**src/logic/adc_output_port_config_defines.vh**
```
// constants for the converter result port configuration logic
`ifndef ADC_OUTPUT_PORT_CONFIG_DEFINES_VH
`define ADC_OUTPUT_PORT_CONFIG_DEFINES_VH

// system clock period, ns
`define CLK_PERIOD_NS      50
// result word width
`define RESULT_BITS        16
// result reset value
`define RESULT_RESET       16'h0000
// least internal serial clock periods per divider code, ns
`define SCLK_MIN_NS_DIV0   25
`define SCLK_MIN_NS_DIV1   50
`define SCLK_MIN_NS_DIV2   100
`define SCLK_MIN_NS_DIV3   200
// divider code used where the divider lines are ignored
`define DIVIDER_DEFAULT    2'h0
// longest gap between conversion starts in fastest mode, ns
`define FAST_MAX_GAP_NS    1000000
// gap in whole clock cycles, rounded down
`define FAST_MAX_GAP_CYC   (`FAST_MAX_GAP_NS / `CLK_PERIOD_NS)
// byte lane positions on the result bus
`define LOW_BYTE_LSB       0
`define HIGH_BYTE_LSB      8
// divider lines on the result bus
`define DIVIDER_LSB        2

`endif

```
**src/logic/adc_output_port_config.v**
```verilog
// result port of the converter: byte order, coding, mode decode, parallel or serial output
`timescale 1ns/1ps
`include "adc_output_port_config_defines.vh"

module adc_output_port_config #(
	parameter FAST_MAX_GAP_CYC = `FAST_MAX_GAP_CYC
) (
	input  wire        clock,
	input  wire        resetn,
	input  wire [15:0] conversion_result,
	input  wire        result_valid,
	input  wire        conversion_start,
	input  wire        byte_order_select,
	input  wire        output_coding_select,
	input  wire        fast_mode_select,
	input  wire        low_power_select,
	input  wire        port_type_select,
	input  wire        clock_source_select,
	input  wire        read_timing_select,
	input  wire [15:0] data_bus_in,
	input  wire        serial_clock_in,
	output reg  [15:0] data_bus_out,
	output reg  [15:0] data_bus_oe,
	output reg         serial_clock_out,
	output reg         serial_clock_oe,
	output reg         serial_result_out,
	output reg         serial_frame,
	output reg         mode_fast,
	output reg         mode_normal,
	output reg         mode_low_power,
	output reg         fast_rate_violation
);

	localparam ST_IDLE  = 2'b01;
	localparam ST_SHIFT = 2'b10;

	reg  [1:0]  state;
	reg  [15:0] last_result;
	reg  [15:0] shift_word;
	reg  [4:0]  bits_left;
	reg  [3:0]  half_count;
	reg  [3:0]  half_limit;
	reg         ext_clock_prev;
	reg  [31:0] gap_count;
	wire [15:0] coded;
	wire        internal_clock;
	wire        after_convert;
	wire        start_frame;
	wire        ext_rise;
	wire [1:0]  divider;
	wire        during_convert;
	wire [15:0] frame_word;
	wire        half_done;
	wire        clock_fall;
	wire        bit_advance;
	wire        frame_end;
	wire        late_start;
	wire [15:0] next_data_bus_oe;
	reg         next_mode_fast;
	reg         next_mode_normal;
	reg         next_mode_low_power;
	genvar      lane_index;

	// result coding: straight binary or msb inverted
	function [15:0] code_word;
		input [15:0] word;
		input        straight;
		begin
			if (straight) begin
				code_word = word;
			end else begin
				code_word = {~word[15], word[14:0]};
			end
		end
	endfunction

	// half period of internal serial clock in cycles, rounded up, never below one
	function [3:0] half_cycles;
		input [1:0] div;
		integer ns;
		integer cyc;
		begin
			ns = `SCLK_MIN_NS_DIV0;
			case (div)
				2'h0: ns = `SCLK_MIN_NS_DIV0;
				2'h1: ns = `SCLK_MIN_NS_DIV1;
				2'h2: ns = `SCLK_MIN_NS_DIV2;
				default: ns = `SCLK_MIN_NS_DIV3;
			endcase
			cyc = (ns + 2 * `CLK_PERIOD_NS - 1) / (2 * `CLK_PERIOD_NS);
			if (cyc < 1) begin
				cyc = 1;
			end
			half_cycles = cyc[3:0];
		end
	endfunction

	// drive enable of one bus lane; serial mode turns lanes into port pins or inputs
	function lane_driven;
		input integer lane;
		input         serial;
		begin
			if (!serial) begin
				lane_driven = 1'b1;
			end else if (lane < 2) begin
				lane_driven = 1'b0;
			end else if (lane < 4) begin
				lane_driven = 1'b0;
			end else begin
				lane_driven = 1'b0;
			end
		end
	endfunction

	assign coded          = code_word(conversion_result, output_coding_select);
	assign internal_clock = ~clock_source_select;
	assign after_convert  = internal_clock & ~read_timing_select;
	// divider lines only read in internal read-after-convert
	assign divider = after_convert ? data_bus_in[`DIVIDER_LSB+1:`DIVIDER_LSB]
	                               : `DIVIDER_DEFAULT;
	// frame start: during-convert sends previous result at conversion start
	assign during_convert = internal_clock & read_timing_select;
	assign start_frame    = during_convert ? conversion_start : result_valid;
	assign frame_word     = during_convert ? last_result : coded;
	assign ext_rise       = serial_clock_in & ~ext_clock_prev;

	// bit steps: falling edge of the internal clock or a sampled external rise
	assign half_done   = (half_count == half_limit - 4'h1);
	assign clock_fall  = half_done & serial_clock_out;
	assign bit_advance = internal_clock ? clock_fall : ext_rise;
	assign frame_end   = (bits_left == 5'h00) | ~port_type_select;
	// a start that comes only after the limit still counts as late
	assign late_start  = conversion_start & (gap_count >= FAST_MAX_GAP_CYC);

	// per-lane drive enables for the result bus
	generate
		for (lane_index = 0; lane_index < 16; lane_index = lane_index + 1) begin : lane_enable
			assign next_data_bus_oe[lane_index] = lane_driven(lane_index, port_type_select);
		end
	endgenerate

	// conversion mode from the two straps; both high leaves no mode selected
	always @* begin
		next_mode_fast      = 1'b0;
		next_mode_normal    = 1'b0;
		next_mode_low_power = 1'b0;
		case ({fast_mode_select, low_power_select})
			2'b10: begin
				next_mode_fast = 1'b1;
			end
			2'b01: begin
				next_mode_low_power = 1'b1;
			end
			2'b00: begin
				next_mode_normal = 1'b1;
			end
			default: begin
				next_mode_normal = 1'b0;
			end
		endcase
	end

	// conversion mode register
	always @(posedge clock or negedge resetn) begin
		if (!resetn) begin
			mode_fast      <= 1'b0;
			mode_normal    <= 1'b1;
			mode_low_power <= 1'b0;
		end else begin
			mode_fast      <= next_mode_fast;
			mode_low_power <= next_mode_low_power;
			mode_normal    <= next_mode_normal;
		end
	end

	// watch start spacing in fastest mode only
	always @(posedge clock or negedge resetn) begin
		if (!resetn) begin
			gap_count           <= 32'h00000000;
			fast_rate_violation <= 1'b0;
		end else if (!mode_fast) begin
			gap_count           <= 32'h00000000;
			fast_rate_violation <= 1'b0;
		end else if (conversion_start) begin
			// a late start sets the flag rather than clearing it
			gap_count           <= 32'h00000000;
			fast_rate_violation <= late_start;
		end else if (gap_count >= FAST_MAX_GAP_CYC) begin
			fast_rate_violation <= 1'b1;
		end else begin
			gap_count <= gap_count + 32'h00000001;
		end
	end

	// parallel bus: byte order and drive enables
	always @(posedge clock or negedge resetn) begin
		if (!resetn) begin
			data_bus_out <= `RESULT_RESET;
			data_bus_oe  <= 16'h0000;
			last_result  <= `RESULT_RESET;
		end else begin
			if (result_valid) begin
				last_result <= coded;
				if (byte_order_select) begin
					data_bus_out <= {coded[7:0], coded[15:8]};
				end else begin
					data_bus_out <= coded;
				end
			end
			// serial mode releases bits 1-0 and turns 2-3 into inputs
			data_bus_oe <= next_data_bus_oe;
		end
	end

	// external clock edge tracking and serial clock drive enable
	always @(posedge clock or negedge resetn) begin
		if (!resetn) begin
			ext_clock_prev  <= 1'b0;
			serial_clock_oe <= 1'b0;
		end else begin
			ext_clock_prev  <= serial_clock_in;
			serial_clock_oe <= port_type_select & internal_clock;
		end
	end

	// internal serial clock: idles low, toggles each half period inside a frame
	always @(posedge clock or negedge resetn) begin
		if (!resetn) begin
			half_count       <= 4'h0;
			serial_clock_out <= 1'b0;
		end else if (state != ST_SHIFT || frame_end) begin
			half_count       <= 4'h0;
			serial_clock_out <= 1'b0;
		end else if (internal_clock) begin
			if (half_done) begin
				half_count       <= 4'h0;
				serial_clock_out <= ~serial_clock_out;
			end else begin
				half_count <= half_count + 4'h1;
			end
		end
	end

	// serial shifter, msb first, one bit per step
	always @(posedge clock or negedge resetn) begin
		if (!resetn) begin
			state             <= ST_IDLE;
			shift_word        <= `RESULT_RESET;
			bits_left         <= 5'h00;
			half_limit        <= 4'h1;
			serial_result_out <= 1'b0;
			serial_frame      <= 1'b0;
		end else begin
			case (state)
				ST_IDLE: begin
					if (port_type_select && start_frame) begin
						shift_word        <= {frame_word[14:0], 1'b0};
						serial_result_out <= frame_word[15];
						bits_left         <= 5'h10;
						half_limit        <= half_cycles(divider);
						serial_frame      <= 1'b1;
						state             <= ST_SHIFT;
					end
				end
				ST_SHIFT: begin
					if (bit_advance) begin
						bits_left         <= bits_left - 5'h01;
						serial_result_out <= shift_word[15];
						shift_word        <= {shift_word[14:0], 1'b0};
					end
					if (frame_end) begin
						serial_frame <= 1'b0;
						state        <= ST_IDLE;
					end
				end
				default: begin
					state <= ST_IDLE;
				end
			endcase
		end
	end

endmodule

```
**config.mk**
```make
export PLATFORM = sky130hd
export DESIGN_NAME = adc_output_port_config
export DESIGN_NICKNAME = d
export VERILOG_FILES = /design/src/logic/adc_output_port_config.v
export VERILOG_INCLUDE_DIRS = /design/src /design/src/logic
export SDC_FILE = /design/constraint.sdc
export NUM_CORES = 1
export LEC_CHECK = 0
export BUFFER_PORTS_ARGS = -buffer_cell sky130_fd_sc_hd__buf_2
export CAP_MARGIN = 40
export CORE_ASPECT_RATIO = 1.25
export CORE_MARGIN = 5
export CORE_UTILIZATION = 55
export CTS_BUF_LIST = sky130_fd_sc_hd__clkbuf_2
export DETAILED_ROUTE_END_ITERATION = 10
export PLACE_DENSITY = 0.78
export SYNTH_ARGS = -nofsm -noshare
export SYNTH_HDL_FRONTEND = slang
export SYNTH_SLANG_ARGS = --single-unit
```
**constraint.sdc**
```tcl
create_clock -name clock -period 3.48 [get_ports clock]
set_input_delay 0.348 -clock clock [delete_from_list [all_inputs] [get_ports clock]]
set_output_delay 0.348 -clock clock [all_outputs]
set_load 0.01 [all_outputs]
```
* Word level (Yosys, flattened, before mapping)
Cells that the tools add are included.
** Word-level totals
- Bits in registers :: 105
- Output and inout port bits :: 40
- Word-level logic and storage cells :: 107
** Cells by class
- Add/subtract/negate cells :: 6
- Div/mod/pow operators :: 1
- Order comparisons :: 2
- Eq/ne operators :: 14
- Mux-type cells :: 41
- Bitwise operators :: 13
- Reductions and logical operators :: 12
** Operator list (number)
- 32-bit two-way mux :: 5
- 16-bit two-way mux :: 5
- 32-bit by 1-bit adder with 32-bit output, second input constant :: 1
- 32-bit by 8-bit adder with 32-bit output, second input constant :: 1
- 32-bit by 8-bit divider with 32-bit output, second input constant :: 1
- 32-bit by 15-bit greater-or-equal comparator with 1-bit output, second input constant :: 1
- 32-bit by 2-bit < comparator with 1-bit output, second input constant :: 1
- 16-bit case mux with 2 select lines :: 1
- 32-bit by 2-bit subtractor with 32-bit output, second input constant :: 1
- 8-bit case mux with 3 select lines :: 1
- 1-bit two-way mux :: 16
- 4-bit two-way mux :: 4
- 5-bit two-way mux :: 2
- 5-bit case mux with 2 select lines :: 1
- 2-bit != test, second input constant :: 4
- 1-bit AND :: 6
- 2-bit by 1-bit equality test with 1-bit output, second input constant :: 3
- 2-bit equality test, second input constant :: 3
- 2-bit two-way mux :: 3
- 1-bit NOT :: 6
- 2-bit AND reduction :: 3
- 3-bit AND reduction :: 2
- 5-bit logical NOT :: 1
- 5-bit by 1-bit subtractor with 5-bit output, second input constant :: 1
- 13 further kinds :: 16

* Longest topological paths before layout
Gate-level depths: netlist of the first run.
- Depth after elaboration :: 12
- Depth in mapped cells :: 8
- Gate-level depth less buffers :: 7

* Worst setup path before layout of the first run
OpenSTA, ideal clock, no wires.
- Path kind :: register -> register
- From :: register half_limit[0]
- To :: register serial_result_out
- Data arrival time :: 2236 ps
- Path slack :: 1119 ps
- Stages on the path, launching flop included :: 9
- Path buffers :: 1
- Cells stage by stage :: dfstp_2 > inv_1 > ha_1 > xnor2_1 > a211oi_2 > nand4b_1 > a21oi_1 > buf_2 > mux2_2
** Between the ends
- Cells in the longest elaborated chain, start to end :: 6
** Ends and longest elaborated chain
- start: declaration :: RTL line adc_output_port_config.v:42 : reg [3:0] half_limit;
- start signal: assignment :: RTL line adc_output_port_config.v:260 : half_limit <= half_cycles(divider);
- 4-bit by 1-bit subtractor with 4-bit output :: RTL line adc_output_port_config.v:128 : assign half_done = (half_count == half_limit - 4'h1);
- 4-bit equality test :: RTL line adc_output_port_config.v:128
- 1-bit AND :: RTL line adc_output_port_config.v:129 : assign clock_fall = half_done & serial_clock_out;
- 1-bit two-way mux :: RTL line adc_output_port_config.v:130 : assign bit_advance = internal_clock ? clock_fall : ext_rise;
- 2-bit != test (no line)
- 3-bit AND reduction (no line)
- end signal: assignment :: RTL line adc_output_port_config.v:258 : serial_result_out <= frame_word[15];
- end signal: assignment :: RTL line adc_output_port_config.v:268 : serial_result_out <= shift_word[15];
- end: declaration :: RTL line adc_output_port_config.v:26 : output reg serial_result_out,
Every way passes these cells.
A chain may end at the register's enable or synchronous reset.

* Final worst setup path of the first run
- From :: register half_limit[0]
- To :: register shift_word[5]
** Between the ends
- Cells in the longest elaborated chain, start to end :: 6
** Ends and longest elaborated chain
- 4-bit by 1-bit subtractor with 4-bit output :: RTL line adc_output_port_config.v:128
- 4-bit equality test :: RTL line adc_output_port_config.v:128
- 1-bit AND :: RTL line adc_output_port_config.v:129
- 1-bit two-way mux :: RTL line adc_output_port_config.v:130
- 2-bit != test (no line)
- 3-bit AND reduction (no line)
- end signal: assignment :: RTL line adc_output_port_config.v:248 : shift_word <= `RESULT_RESET;
- end signal: assignment :: RTL line adc_output_port_config.v:257 : shift_word <= {frame_word[14:0], 1'b0};
- end signal: assignment :: RTL line adc_output_port_config.v:269 : shift_word <= {shift_word[14:0], 1'b0};
- end: declaration :: RTL line adc_output_port_config.v:39 : reg [15:0] shift_word;
Every way passes these cells.

==> results by group, run 1 <==
Pwr
  – Worst vdd ir: 339 uV
  – Comb power frac: 25.0%
  – LEAKAGE: 0.00266 uW
  – Switching Share: 31.5%
  – Power Density: 493 nW/um^2
  – Pwr Total: 2880 uW
  – Power share of the clock group: 23.1%
  – Sw power: 907 uW
  – Sequential Power Share: 51.8%
  – Cell internal pwr: 1980 uW

Final layout
  – Most common cell after layout, fill and taps aside: dfrtp_1
  – Most frequent cells in the layout: dfrtp_1 (100), buf_2 (68), mux2i_1 (35)
  – P&R area growth vs syn: 14.2%
  – Final layout net count: 602
  – Final core occ: 64.1%
  – Antenna Diode Count: 0
  – Fraction of layout cells with a size suffix above 1: 25.6%

Synth
  – Syn Inst Count: 473
  – Ys async rst share: 100%
  – Post-synth EDFFs: 0
  – #FFs+latches synth: 103
  – Seq/Total Area, Yosys: 50.4%
  – Mapped Area: 5120 sq um
  – Synth warn: 0
  – Top_reg_cell synth: dfrtp_1
  – Synthesized area per cell: 10.8 sq um
  – Cell variety after synth: 61
  – Synthesized Nets: 530

Clocking
  – CTS Hold Bufs: 16
  – Post-CTS Setup Bufs: 0
  – Clock Path Buffers: 2
  – Worst-skew pair later-pin latency: 0.60 ns
  – Worst-path clk slew: 0.29 ns
  – CTS tree: built
  – # H-tree levels: 3
  – Clk sinks: 103
  – Cts repair resizes: 0
  – TritonCTS Buffers: 9
  – Root Buffer: clkbuf_2

Detailed routing
  – Met1 Wirelength: 4470 um
  – Vias per Instance: 5.56
  – Pre-Repair DR Iteration Count: 4
  – Met2 WL post-DR: 5570 um
  – Total Wirelength: 10,800 um
  – DRC Markers: 0
  – WL/cell: 16.0 um
  – Via count: 3,745
  – Initial DRC Count: 167
  – Met3 wire len: 541 um
  – Post-detailed-route count of antenna-violating nets: 0
  – Top Metal Used: met4

Placed design
  – Final estimated routing congestion in global placement: 0.784
  – Post-DP HPWL: 7400 um
  – Dpl ws: 0.786 ns
  – Port buffer count: 69

Timing
  – Relative slew slack: 42.9%
  – Clk_skew: 0.0290 ns
  – Period utilisation layout: 79.4%
  – Worst-Margin Slew: 0.851 ns
  – Max Slew Vio Count: 0
  – RSZ-0062 raised after global routing: no
  – Post-route setup slack: 0.718 ns
  – Final setup violation count: 0
  – Final Hold Fails: 0
  – Setup TNS: 0 ns
  – Period minus WS final: 2.76 ns
  – Fmax: 362 MHz

Setup path
  – Setup crit end kind: flop
  – Worst R2R Path Depth: 8
  – Crit-path max FO: 20
  – Crit start category: flop
  – Critical path type: reg -> reg
  – Critical path arrival: 3.26 ns
  – Worst Path Required: 3.98 ns

Hold path
  – Hold crit path type: in -> reg
  – Hold Path Depth: 2

Run status
  – Status: finished clean

GRT
  – First-pass GRT wire length: 18,000 um
  – GR Overflow Total: 0
  – Global Route Usage Sum: 20.1%
  – Initial antenna violation count: 0
  – Pin count of the biggest net entering global routing: 65
  – Vias in the first global route: 3,840

Die
  – Initial core utilization: 56.1%
  – Full die area: 11,400 sq um
  – Chip width: 96.3 um
  – Std-Cell Rows: 39
  – Die Span Y: 118 um
  – Ports: 84
  – Core Footprint: 9130 sq um

Run
  – Maxcap violations: 0
-- kinds of logic after synthesis --
logic type	synth area share, %
AND/OR/NAND/NOR	14.2
flip-flops	50.4
AO/OA/AOI/OAI	11.3
multiplexers	14.3
buffers and inverters	5.33
adder cells (fa/ha/maj)	3.18
XOR/XNOR	1.20
-- sequential cells by signal, indices dropped and copies added, names as in the netlist --
register,cells
data_bus_out,16
serial_result_out,1
mode_fast,1
half_limit,3
state,2
mode_low_power,1
ext_clock_prev,1
serial_clock_oe,1
shift_word,15
mode_normal,1
fast_rate_violation,1
half_count,4
bits_left,5
serial_clock_out,1
data_bus_oe,1
serial_frame,1
gap_count,32
last_result,16
-- critical path: stages (launching register included) --
cell and delay, ns:
dfstp_2 0.64, inv_1 0.05, ha_1 0.29, xnor2_1 0.14
a211oi_2 0.42, nand4b_1 0.26, a21oi_1 0.20, buf_4 0.29
mux2_2 0.37
-- worst paths after layout --
path	to	slack (ns)	from
setup / recovery	shift_word[5]$_DFFE_PN0P_	0.72	half_limit[0]$_DFFE_PN1P_
hold / removal	last_result[3]$_DFFE_PN0P_	0.06	conversion_result[3]
setup reg to reg	shift_word[5]$_DFFE_PN0P_	0.72	half_limit[0]$_DFFE_PN1P_
hold reg to reg	gap_count[30]$_DFFE_PN0P_	0.52	gap_count[30]$_DFFE_PN0P_
max in group asynchronous	shift_word[1]$_DFFE_PN0P_	2.56	resetn
min in group asynchronous	shift_word[6]$_DFFE_PN0P_	0.07	resetn
-- per-layer routing --
layer,vias to the layer above,GRT usage (%)
li1,1796,-
met1,1846,25.6
met2,85,33.2
met3,18,4.60
met4,0,7.28
met5,-,0
-- synthesized netlist by cell type (4+ instances only) --
master | n | share of area (%)
a21oi_1 | 31 | 3.0
and2_1 | 23 | 2.8
buf_2 | 5 | 0.49
buf_4 | 15 | 2.2
clkbuf_1 | 13 | 0.95
dfrtp_1 | 100 | 49
ha_1 | 13 | 3.2
inv_1 | 18 | 1.3
mux2_2 | 34 | 7.5
mux2i_1 | 35 | 6.8
nand2_1 | 34 | 2.5
nand2b_1 | 6 | 0.73
nand3_1 | 7 | 0.68
nor2_1 | 33 | 2.4
nor2b_1 | 5 | 0.61
nor4_1 | 4 | 0.49
o21ai_0 | 23 | 2.2
o31ai_1 | 5 | 0.73
or4_1 | 4 | 0.59
xnor2_1 | 5 | 0.86
-- power groups by stage --
| stage | logic [uW] | registers, uW | clock network, uW |
|---|---|---|---|
| 2_1_floorplan | 501 | 1500 | 0 |
| 3_3_place_gp | 672 | 1500 | 0 |
| 3_5_place_dp | 711 | 1520 | 0 |
| 4_1_cts | 725 | 1500 | 688 |
| 5_1_grt | 807 | 1520 | 730 |
| 6_report | 722 | 1490 | 667 |
-- cell type report --
| class | count | area, sq um |
|---|---|---|
| fillers | 708 | 3280 |
| multi-input cells | 316 | 2270 |
| well taps | 123 | 154 |
| flip-flops and latches | 103 | 2580 |
| clock inverters | 7 | 103 |
| clock buffers | 9 | 45.0 |
| repair buffers | 97 | 628 |
| inverters | 18 | 67.6 |
-- per-stage QoR --
step	instance area, sq um	cells	hold WS [ns]
6_report	5850	673	0.0631
5_1_grt	5850	673	0.0260
4_1_cts	5810	669	0.00157
3_5_place_dp	5500	637	0.203
3_3_place_gp	5470	636	0.461
2_1_floorplan	5120	473	0.0524
Power figures use the tool's default switching activity.
==> run 2: changes to the inputs <==
==> constraint.sdc (replaced) <==
create_clock -name clock -period 2.7 [get_ports clock]
set_input_delay 0.27 -clock clock [delete_from_list [all_inputs] [get_ports clock]]
set_output_delay 0.27 -clock clock [all_outputs]
set_load 0.01 [all_outputs]
==> run 2 against run 1 <==
Sequential share of layout area increased by 0.085 points. Clock skew down 0.0097 ns. Combinational power increased by 31%. Setup slack lost 0.50 ns. Critical endpoint is now shift_word[13]$_DFFE_PN0P_. Power increased by 24%. Non-clock buffer count up 4.
==> results by group, run 2 (synthesis gave the netlist of run 1 again) <==
Run status
  – Status: finished clean

Setup path
  – Worst Path Required: 3.18 ns (-0.80 ns)
  – Critical path arrival: 2.97 ns (-0.29 ns)
  – Worst Setup EP: shift_word[13]$_DFFE_PN0P_
  – Setup crit end kind: flop
  – Crit-path max FO: 11 (-45%)
  – Crit path launch: half_limit[0]$_DFFE_PN1P_
  – R2R Setup Slk: 0.22 ns (-0.50 ns)
  – Worst R2R Path Depth: 8 (unchanged)
  – Worst reg2reg endpoint: shift_word[13]$_DFFE_PN0P_
  – Crit start category: flop
  – Critical path type: reg -> reg
  – FF-to-FF Start: half_limit[0]$_DFFE_PN1P_

Placed design
  – Dpl ws: 0.257 ns (-0.528 ns)
  – Port buffer count: 69 (unchanged)
  – Final estimated routing congestion in global placement: 0.771 (-1.6%)
  – Post-DP HPWL: 7160 um (-3.3%)

Final layout
  – Biggest register: gap_count
  – Final core occ: 64.0% (-0.12 points)
  – Most common cell after layout, fill and taps aside: dfrtp_1
  – Top Registers: gap_count (32), data_bus_out (16), last_result (16)
  – Final layout net count: 606 (+0.66%)
  – Fill cells: 742 (+4.8%)
  – Antenna Diode Count: 0 (unchanged)
  – Max reg flops: 32 (unchanged)
  – Fraction of layout cells with a size suffix above 1: 25.5% (-0.19 points)
  – P&R area growth vs syn: 14.0%
  – Most frequent cells in the layout: dfrtp_1 (100), buf_2 (68), mux2i_1 (35)

Detailed routing
  – Pre-Repair DR Iteration Count: 5 (+1)
  – Vias per Instance: 5.54 (-0.38%)
  – Via count: 3,753 (+0.21%)
  – Initial DRC Count: 185 (+11%)
  – Total Wirelength: 10,300 um (-4.3%)
  – WL/cell: 15.2 um (-4.9%)
  – DRC Markers: 0 (unchanged)
  – Post-detailed-route count of antenna-violating nets: 0 (unchanged)

Run
  – Maxcap violations: 0 (unchanged)

GRT
  – First-pass GRT wire length: 17,900 um (-0.42%)
  – Initial antenna violation count: 0 (unchanged)
  – Global Route Usage Sum: 19.9% (-0.26 points)
  – Pin count of the biggest net entering global routing: 53 (-18%)
  – GR Overflow Total: 0 (unchanged)
  – Vias in the first global route: 3,807 (-0.86%)

Timing
  – Relative slew slack: 54.6% (+12 points)
  – Worst-Margin Slew: 0.681 ns (-0.170 ns)
  – Period minus WS final: 2.48 ns (-0.278 ns)
  – Period utilisation layout: 92.0% (+13 points)
  – Fmax: 403 MHz (+11%)
  – Clk_skew: 0.0194 ns (-0.00968 ns)
  – RSZ-0062 raised after global routing: no
  – Final hold slack: 0.142 ns (+0.0792 ns)
  – Final setup violation count: 0 (unchanged)
  – Max Slew Vio Count: 0 (unchanged)
  – Setup TNS: 0 ns (unchanged)
  – Final Hold Fails: 0 (unchanged)
  – Post-route setup slack: 0.217 ns (-0.502 ns)

Pwr
  – Worst vdd ir: 415 uV (+22%)
  – Power Density: 613 nW/um^2 (+24%)
  – LEAKAGE: 0.00266 uW (about the same)
  – Pwr Total: 3580 uW (+24%)

Die
  – Std-Cell Rows: 39 (unchanged)
  – Die Span Y: 118 um (unchanged)
  – Ports: 84 (unchanged)
  – Chip width: 96.3 um (unchanged)
  – Full die area: 11,400 sq um (unchanged)
  – Initial core utilization: 56.1% (unchanged)
  – Core Footprint: 9130 sq um (unchanged)

Clocking
  – Worst-skew pair later-pin latency: 0.58 ns (-0.02 ns)
  – # H-tree levels: 3 (unchanged)
  – Clock Path Buffers: 2 (unchanged)
  – Cts repair resizes: 0 (unchanged)
  – TritonCTS Buffers: 9 (unchanged)
  – Worst-path clk slew: 0.25 ns (-0.04 ns)
  – CTS tree: built
  – Clk sinks: 103 (unchanged)
  – Root Buffer: clkbuf_2

Hold path
  – Hold crit path type: in -> reg
==> run 2: changes by cell type in the layout (fill, tap and decap cells not counted) <==
cell,delta
clkbuf_2,+3
dlygate4sd3_1,+3
inv_6,-3
buf_12,+1
buf_16,-1
buf_4,+1
bufinv_16,-1
clkinv_1,+1
clkinv_2,+1
clkinv_4,-1
==> run 2: worst min path at each step <==
| stage | start | end | slack, ns | depth (start not counted) |
|---|---|---|---|---|
| CTS | conversion_result[15] | data_bus_out[15]$_DFFE_PN0P_ | 0.09 | 4 |
| global route | conversion_result[15] | data_bus_out[7]$_DFFE_PN0P_ | 0.11 | 4 |
| floorplan | resetn | bits_left[0]$_DFFE_PN0P_ | -0.03 | 0 |
| finish | conversion_result[15] | data_bus_out[15]$_DFFE_PN0P_ | 0.14 | 4 |
| detailed placement | resetn | last_result[15]$_DFFE_PN0P_ | 0.36 | 1 |
| global placement | resetn | last_result[15]$_DFFE_PN0P_ | 0.35 | 1 |
==> run 2: layout make-up <==
| cell class | instances | area (sq um) | share of cell area [%] |
|---|---|---|---|
| flip-flops and latches | 103 | 2580 | 44.2 |
| well taps | 123 | 154 | 2.64 |
| repair buffers | 101 | 658 | 11.3 |
| clock buffers | 12 | 60.1 | 1.03 |
| multi-input cells | 316 | 2270 | 38.9 |
| inverters | 18 | 67.6 | 1.16 |
| clock inverters | 4 | 46.3 | 0.793 |
==> run 2: power breakdown <==
| part | total, uW | switching (uW) | internal (uW) | leakage (uW) |
|---|---|---|---|---|
| clock | 713 | 493 | 220 | 0.0000696 |
| combinational | 945 | 487 | 458 | 0.00130 |
| sequential | 1920 | 138 | 1780 | 0.00129 |
==> run 2: critical path, stage by stage, from the launching register on <==
cell	delay (ns)
dfstp_2	0.64
inv_1	0.05
ha_1	0.30
xnor2_1	0.14
a211oi_2	0.28
nand4b_1	0.21
a21oi_1	0.22
buf_4	0.22
mux2_2	0.34
==> run 2: what timing repair did <==
item | CTS | global route
endpoints found under the hold margin | 85 | 0
hold buffers | 23 | 0
setup buffers | 0 | 0
==> run 2: layer usage <==
layer | track usage (%) | vias to the layer above | share of wire [%]
met1 | 25.8 | 1841 | 43
met3 | 5.75 | 15 | 5.5
met5 | 0 | - | 0
met4 | 6.40 | 0 | 2.0
li1 | - | 1805 | -
met2 | 31.8 | 92 | 50
==> run 2: metrics by stage <==
stage	cell area, sq um	std cells
after floorplan	5120	473
after CTS	5840	677
final	5840	677
after global routing	5840	677
after global placement	5500	638
after detailed placement	5500	638
==> run 3: changes to the inputs <==
--- a/config.mk
+++ b/config.mk
@@ -14,6 +14,7 @@
 export CTS_BUF_LIST = sky130_fd_sc_hd__clkbuf_2
 export DETAILED_ROUTE_END_ITERATION = 10
 export PLACE_DENSITY = 0.78
+export RECOVER_POWER = 100
 export SYNTH_ARGS = -nofsm -noshare
 export SYNTH_HDL_FRONTEND = slang
 export SYNTH_SLANG_ARGS = --single-unit
==> run 3 against run 2 <==
Setup slack got worse by 0.00053 ns. Critical path type unchanged. Final cell count did not move. Clock skew decreased by 0.0017 ns. Critical path depth stayed put. Worst hold slack better by 0.0077 ns.
==> results by group, run 3 (synthesis gave the netlist of run 1 again) <==
Setup path
  – Crit start category: flop
  – Setup crit end kind: flop
  – Critical path type: reg -> reg
  – Critical path arrival: 2.96 ns (about the same)
  – Crit-path max FO: 11 (unchanged)
  – Worst Path Required: 3.18 ns (about the same)

Detailed routing
  – WL/cell: 15.3 um (+0.49%)
  – Pre-Repair DR Iteration Count: 4 (-1)
  – Vias per Instance: 5.58 (+0.69%)
  – DRC Markers: 0 (unchanged)
  – Initial DRC Count: 175 (-5.4%)
  – Via count: 3,779 (+0.69%)
  – Post-detailed-route count of antenna-violating nets: 0 (unchanged)
  – Total Wirelength: 10,400 um (+0.49%)

Die
  – Ports: 84 (unchanged)
  – Initial core utilization: 56.1% (unchanged)
  – Core Footprint: 9130 sq um (unchanged)
  – Chip width: 96.3 um (unchanged)
  – Full die area: 11,400 sq um (unchanged)
  – Std-Cell Rows: 39 (unchanged)
  – Die Span Y: 118 um (unchanged)

Clocking
  – Worst-path clk slew: 0.25 ns (about the same)
  – Clock Path Buffers: 2 (unchanged)
  – CTS tree: built
  – Cts repair resizes: 0 (unchanged)
  – Worst-skew pair later-pin latency: 0.57 ns (about the same)
  – Root Buffer: clkbuf_2
  – Clk sinks: 103 (unchanged)
  – # H-tree levels: 3 (unchanged)
  – Post-CTS Setup Bufs: 0 (unchanged)
  – TritonCTS Buffers: 9 (unchanged)

Final layout
  – Most common cell after layout, fill and taps aside: dfrtp_1
  – Top Registers: gap_count (32), data_bus_out (16), last_result (16)
  – Fraction of layout cells with a size suffix above 1: 16.6% (-8.8 points)
  – Final instance area: 5740 sq um (-1.6%)
  – Max reg flops: 32 (unchanged)
  – Most frequent cells in the layout: dfrtp_1 (100), clkbuf_1 (46), mux2i_1 (35)
  – Final layout net count: 606 (unchanged)
  – Biggest register: gap_count
  – Fill cells: 782 (+5.4%)
  – P&R area growth vs syn: 12.1%
  – Antenna Diode Count: 0 (unchanged)

Pwr
  – Pwr Total: 3560 uW (-0.49%)
  – Worst vdd ir: 407 uV (-1.9%)
  – LEAKAGE: 0.00251 uW (-5.7%)
  – Power Density: 621 nW/um^2 (+1.2%)

Hold path
  – Hold crit path type: in -> reg

Placed design
  – Post-DP HPWL: 7160 um (unchanged)
  – Placement Cell Area: 5500 sq um (unchanged)
  – Final estimated routing congestion in global placement: 0.771 (unchanged)
  – Port buffer count: 69 (unchanged)

Timing
  – Max Slew Vio Count: 0 (unchanged)
  – Setup TNS: 0 ns (unchanged)
  – Final Hold Fails: 0 (unchanged)
  – Period utilisation layout: 92.0% (about the same)
  – Fmax: 403 MHz (about the same)
  – Period minus WS final: 2.48 ns (+0.000531 ns)
  – Relative slew slack: 13.5% (-41 points)
  – Clk_skew: 0.0176 ns (-0.00172 ns)
  – Worst-Margin Slew: 1.30 ns (+0.617 ns)
  – Final setup violation count: 0 (unchanged)
  – RSZ-0062 raised after global routing: no

GRT
  – Vias in the first global route: 3,807 (unchanged)
  – Pin count of the biggest net entering global routing: 53 (unchanged)
  – Global Route Usage Sum: 19.9% (unchanged)
  – First-pass GRT wire length: 17,900 um (unchanged)
  – Initial antenna violation count: 0 (unchanged)
  – GR Overflow Total: 0 (unchanged)

Run status
  – Status: finished clean

Run
  – Maxcap violations: 0 (unchanged)
==> run 3: power by group <==
group | internal, uW | leakage (uW) | switching, uW | total, uW
Combinational | 436 | 0.00115 | 490 | 926
Sequential | 1780 | 0.00129 | 138 | 1920
Clock | 220 | 0.0000696 | 494 | 714
Total | 2440 | 0.00251 | 1120 | 3560
==> run 3: through the flow <==
step           hold slack, ns  util, %  instances  setup slack, ns
2_1_floorplan         -0.0256        -        473            0.339
3_3_place_gp            0.346     60.3        638            0.339
3_5_place_dp            0.357     60.3        638            0.257
4_1_cts                0.0928     64.0        677            0.226
5_1_grt                 0.112     62.9        677           0.0278
6_report                0.150     62.9        677            0.216
==> run 3: timing repair <==
item                                    4_1_cts  5_1_grt
hold endpoints to repair                     85        0
hold buffers                                 23        0
endpoints found under the setup margin        0        0
==> run 3: worst paths after layout <==
kind                                            from  slack (ns)                            to  cells past startpoint
min in group asynchronous                     resetn        0.49   last_result[15]$_DFFE_PN0P_                      2
setup reg to reg           half_limit[0]$_DFFE_PN1P_        0.22    shift_word[13]$_DFFE_PN0P_                      8
setup / recovery           half_limit[0]$_DFFE_PN1P_        0.22    shift_word[13]$_DFFE_PN0P_                      8
hold reg to reg            gap_count[28]$_DFFE_PN0P_        0.53     gap_count[28]$_DFFE_PN0P_                      1
max in group asynchronous                     resetn        0.43    shift_word[12]$_DFFE_PN0P_                      3
hold / removal                 conversion_result[15]        0.15  data_bus_out[15]$_DFFE_PN0P_                      4
==> run 3: final cells by class <==
type / count / area, sq um / area share, %
flip-flops and latches: 103 / 2580 / 45.0
multi-input cells: 316 / 2250 / 39.3
clock buffers: 12 / 60.1 / 1.05
repair buffers: 101 / 578 / 10.1
well taps: 123 / 154 / 2.68
clock inverters: 4 / 46.3 / 0.806
inverters: 18 / 67.6 / 1.18
==> run 3: layer usage <==
metal	vias up	wire length (um)	track usage (%)
li1	1805	-	-
met1	1858	4450	25.8
met2	100	5110	31.8
met3	16	608	5.75
met4	0	195	6.40
met5	-	0	0
==> run 3: critical path, stage by stage (launching register included) <==
cell      delay [ns]
dfstp_2         0.63
inv_1           0.05
ha_1            0.30
xnor2_1         0.14
a211oi_2        0.28
nand4b_1        0.21
a21oi_1         0.22
buf_4           0.22
mux2_2          0.34
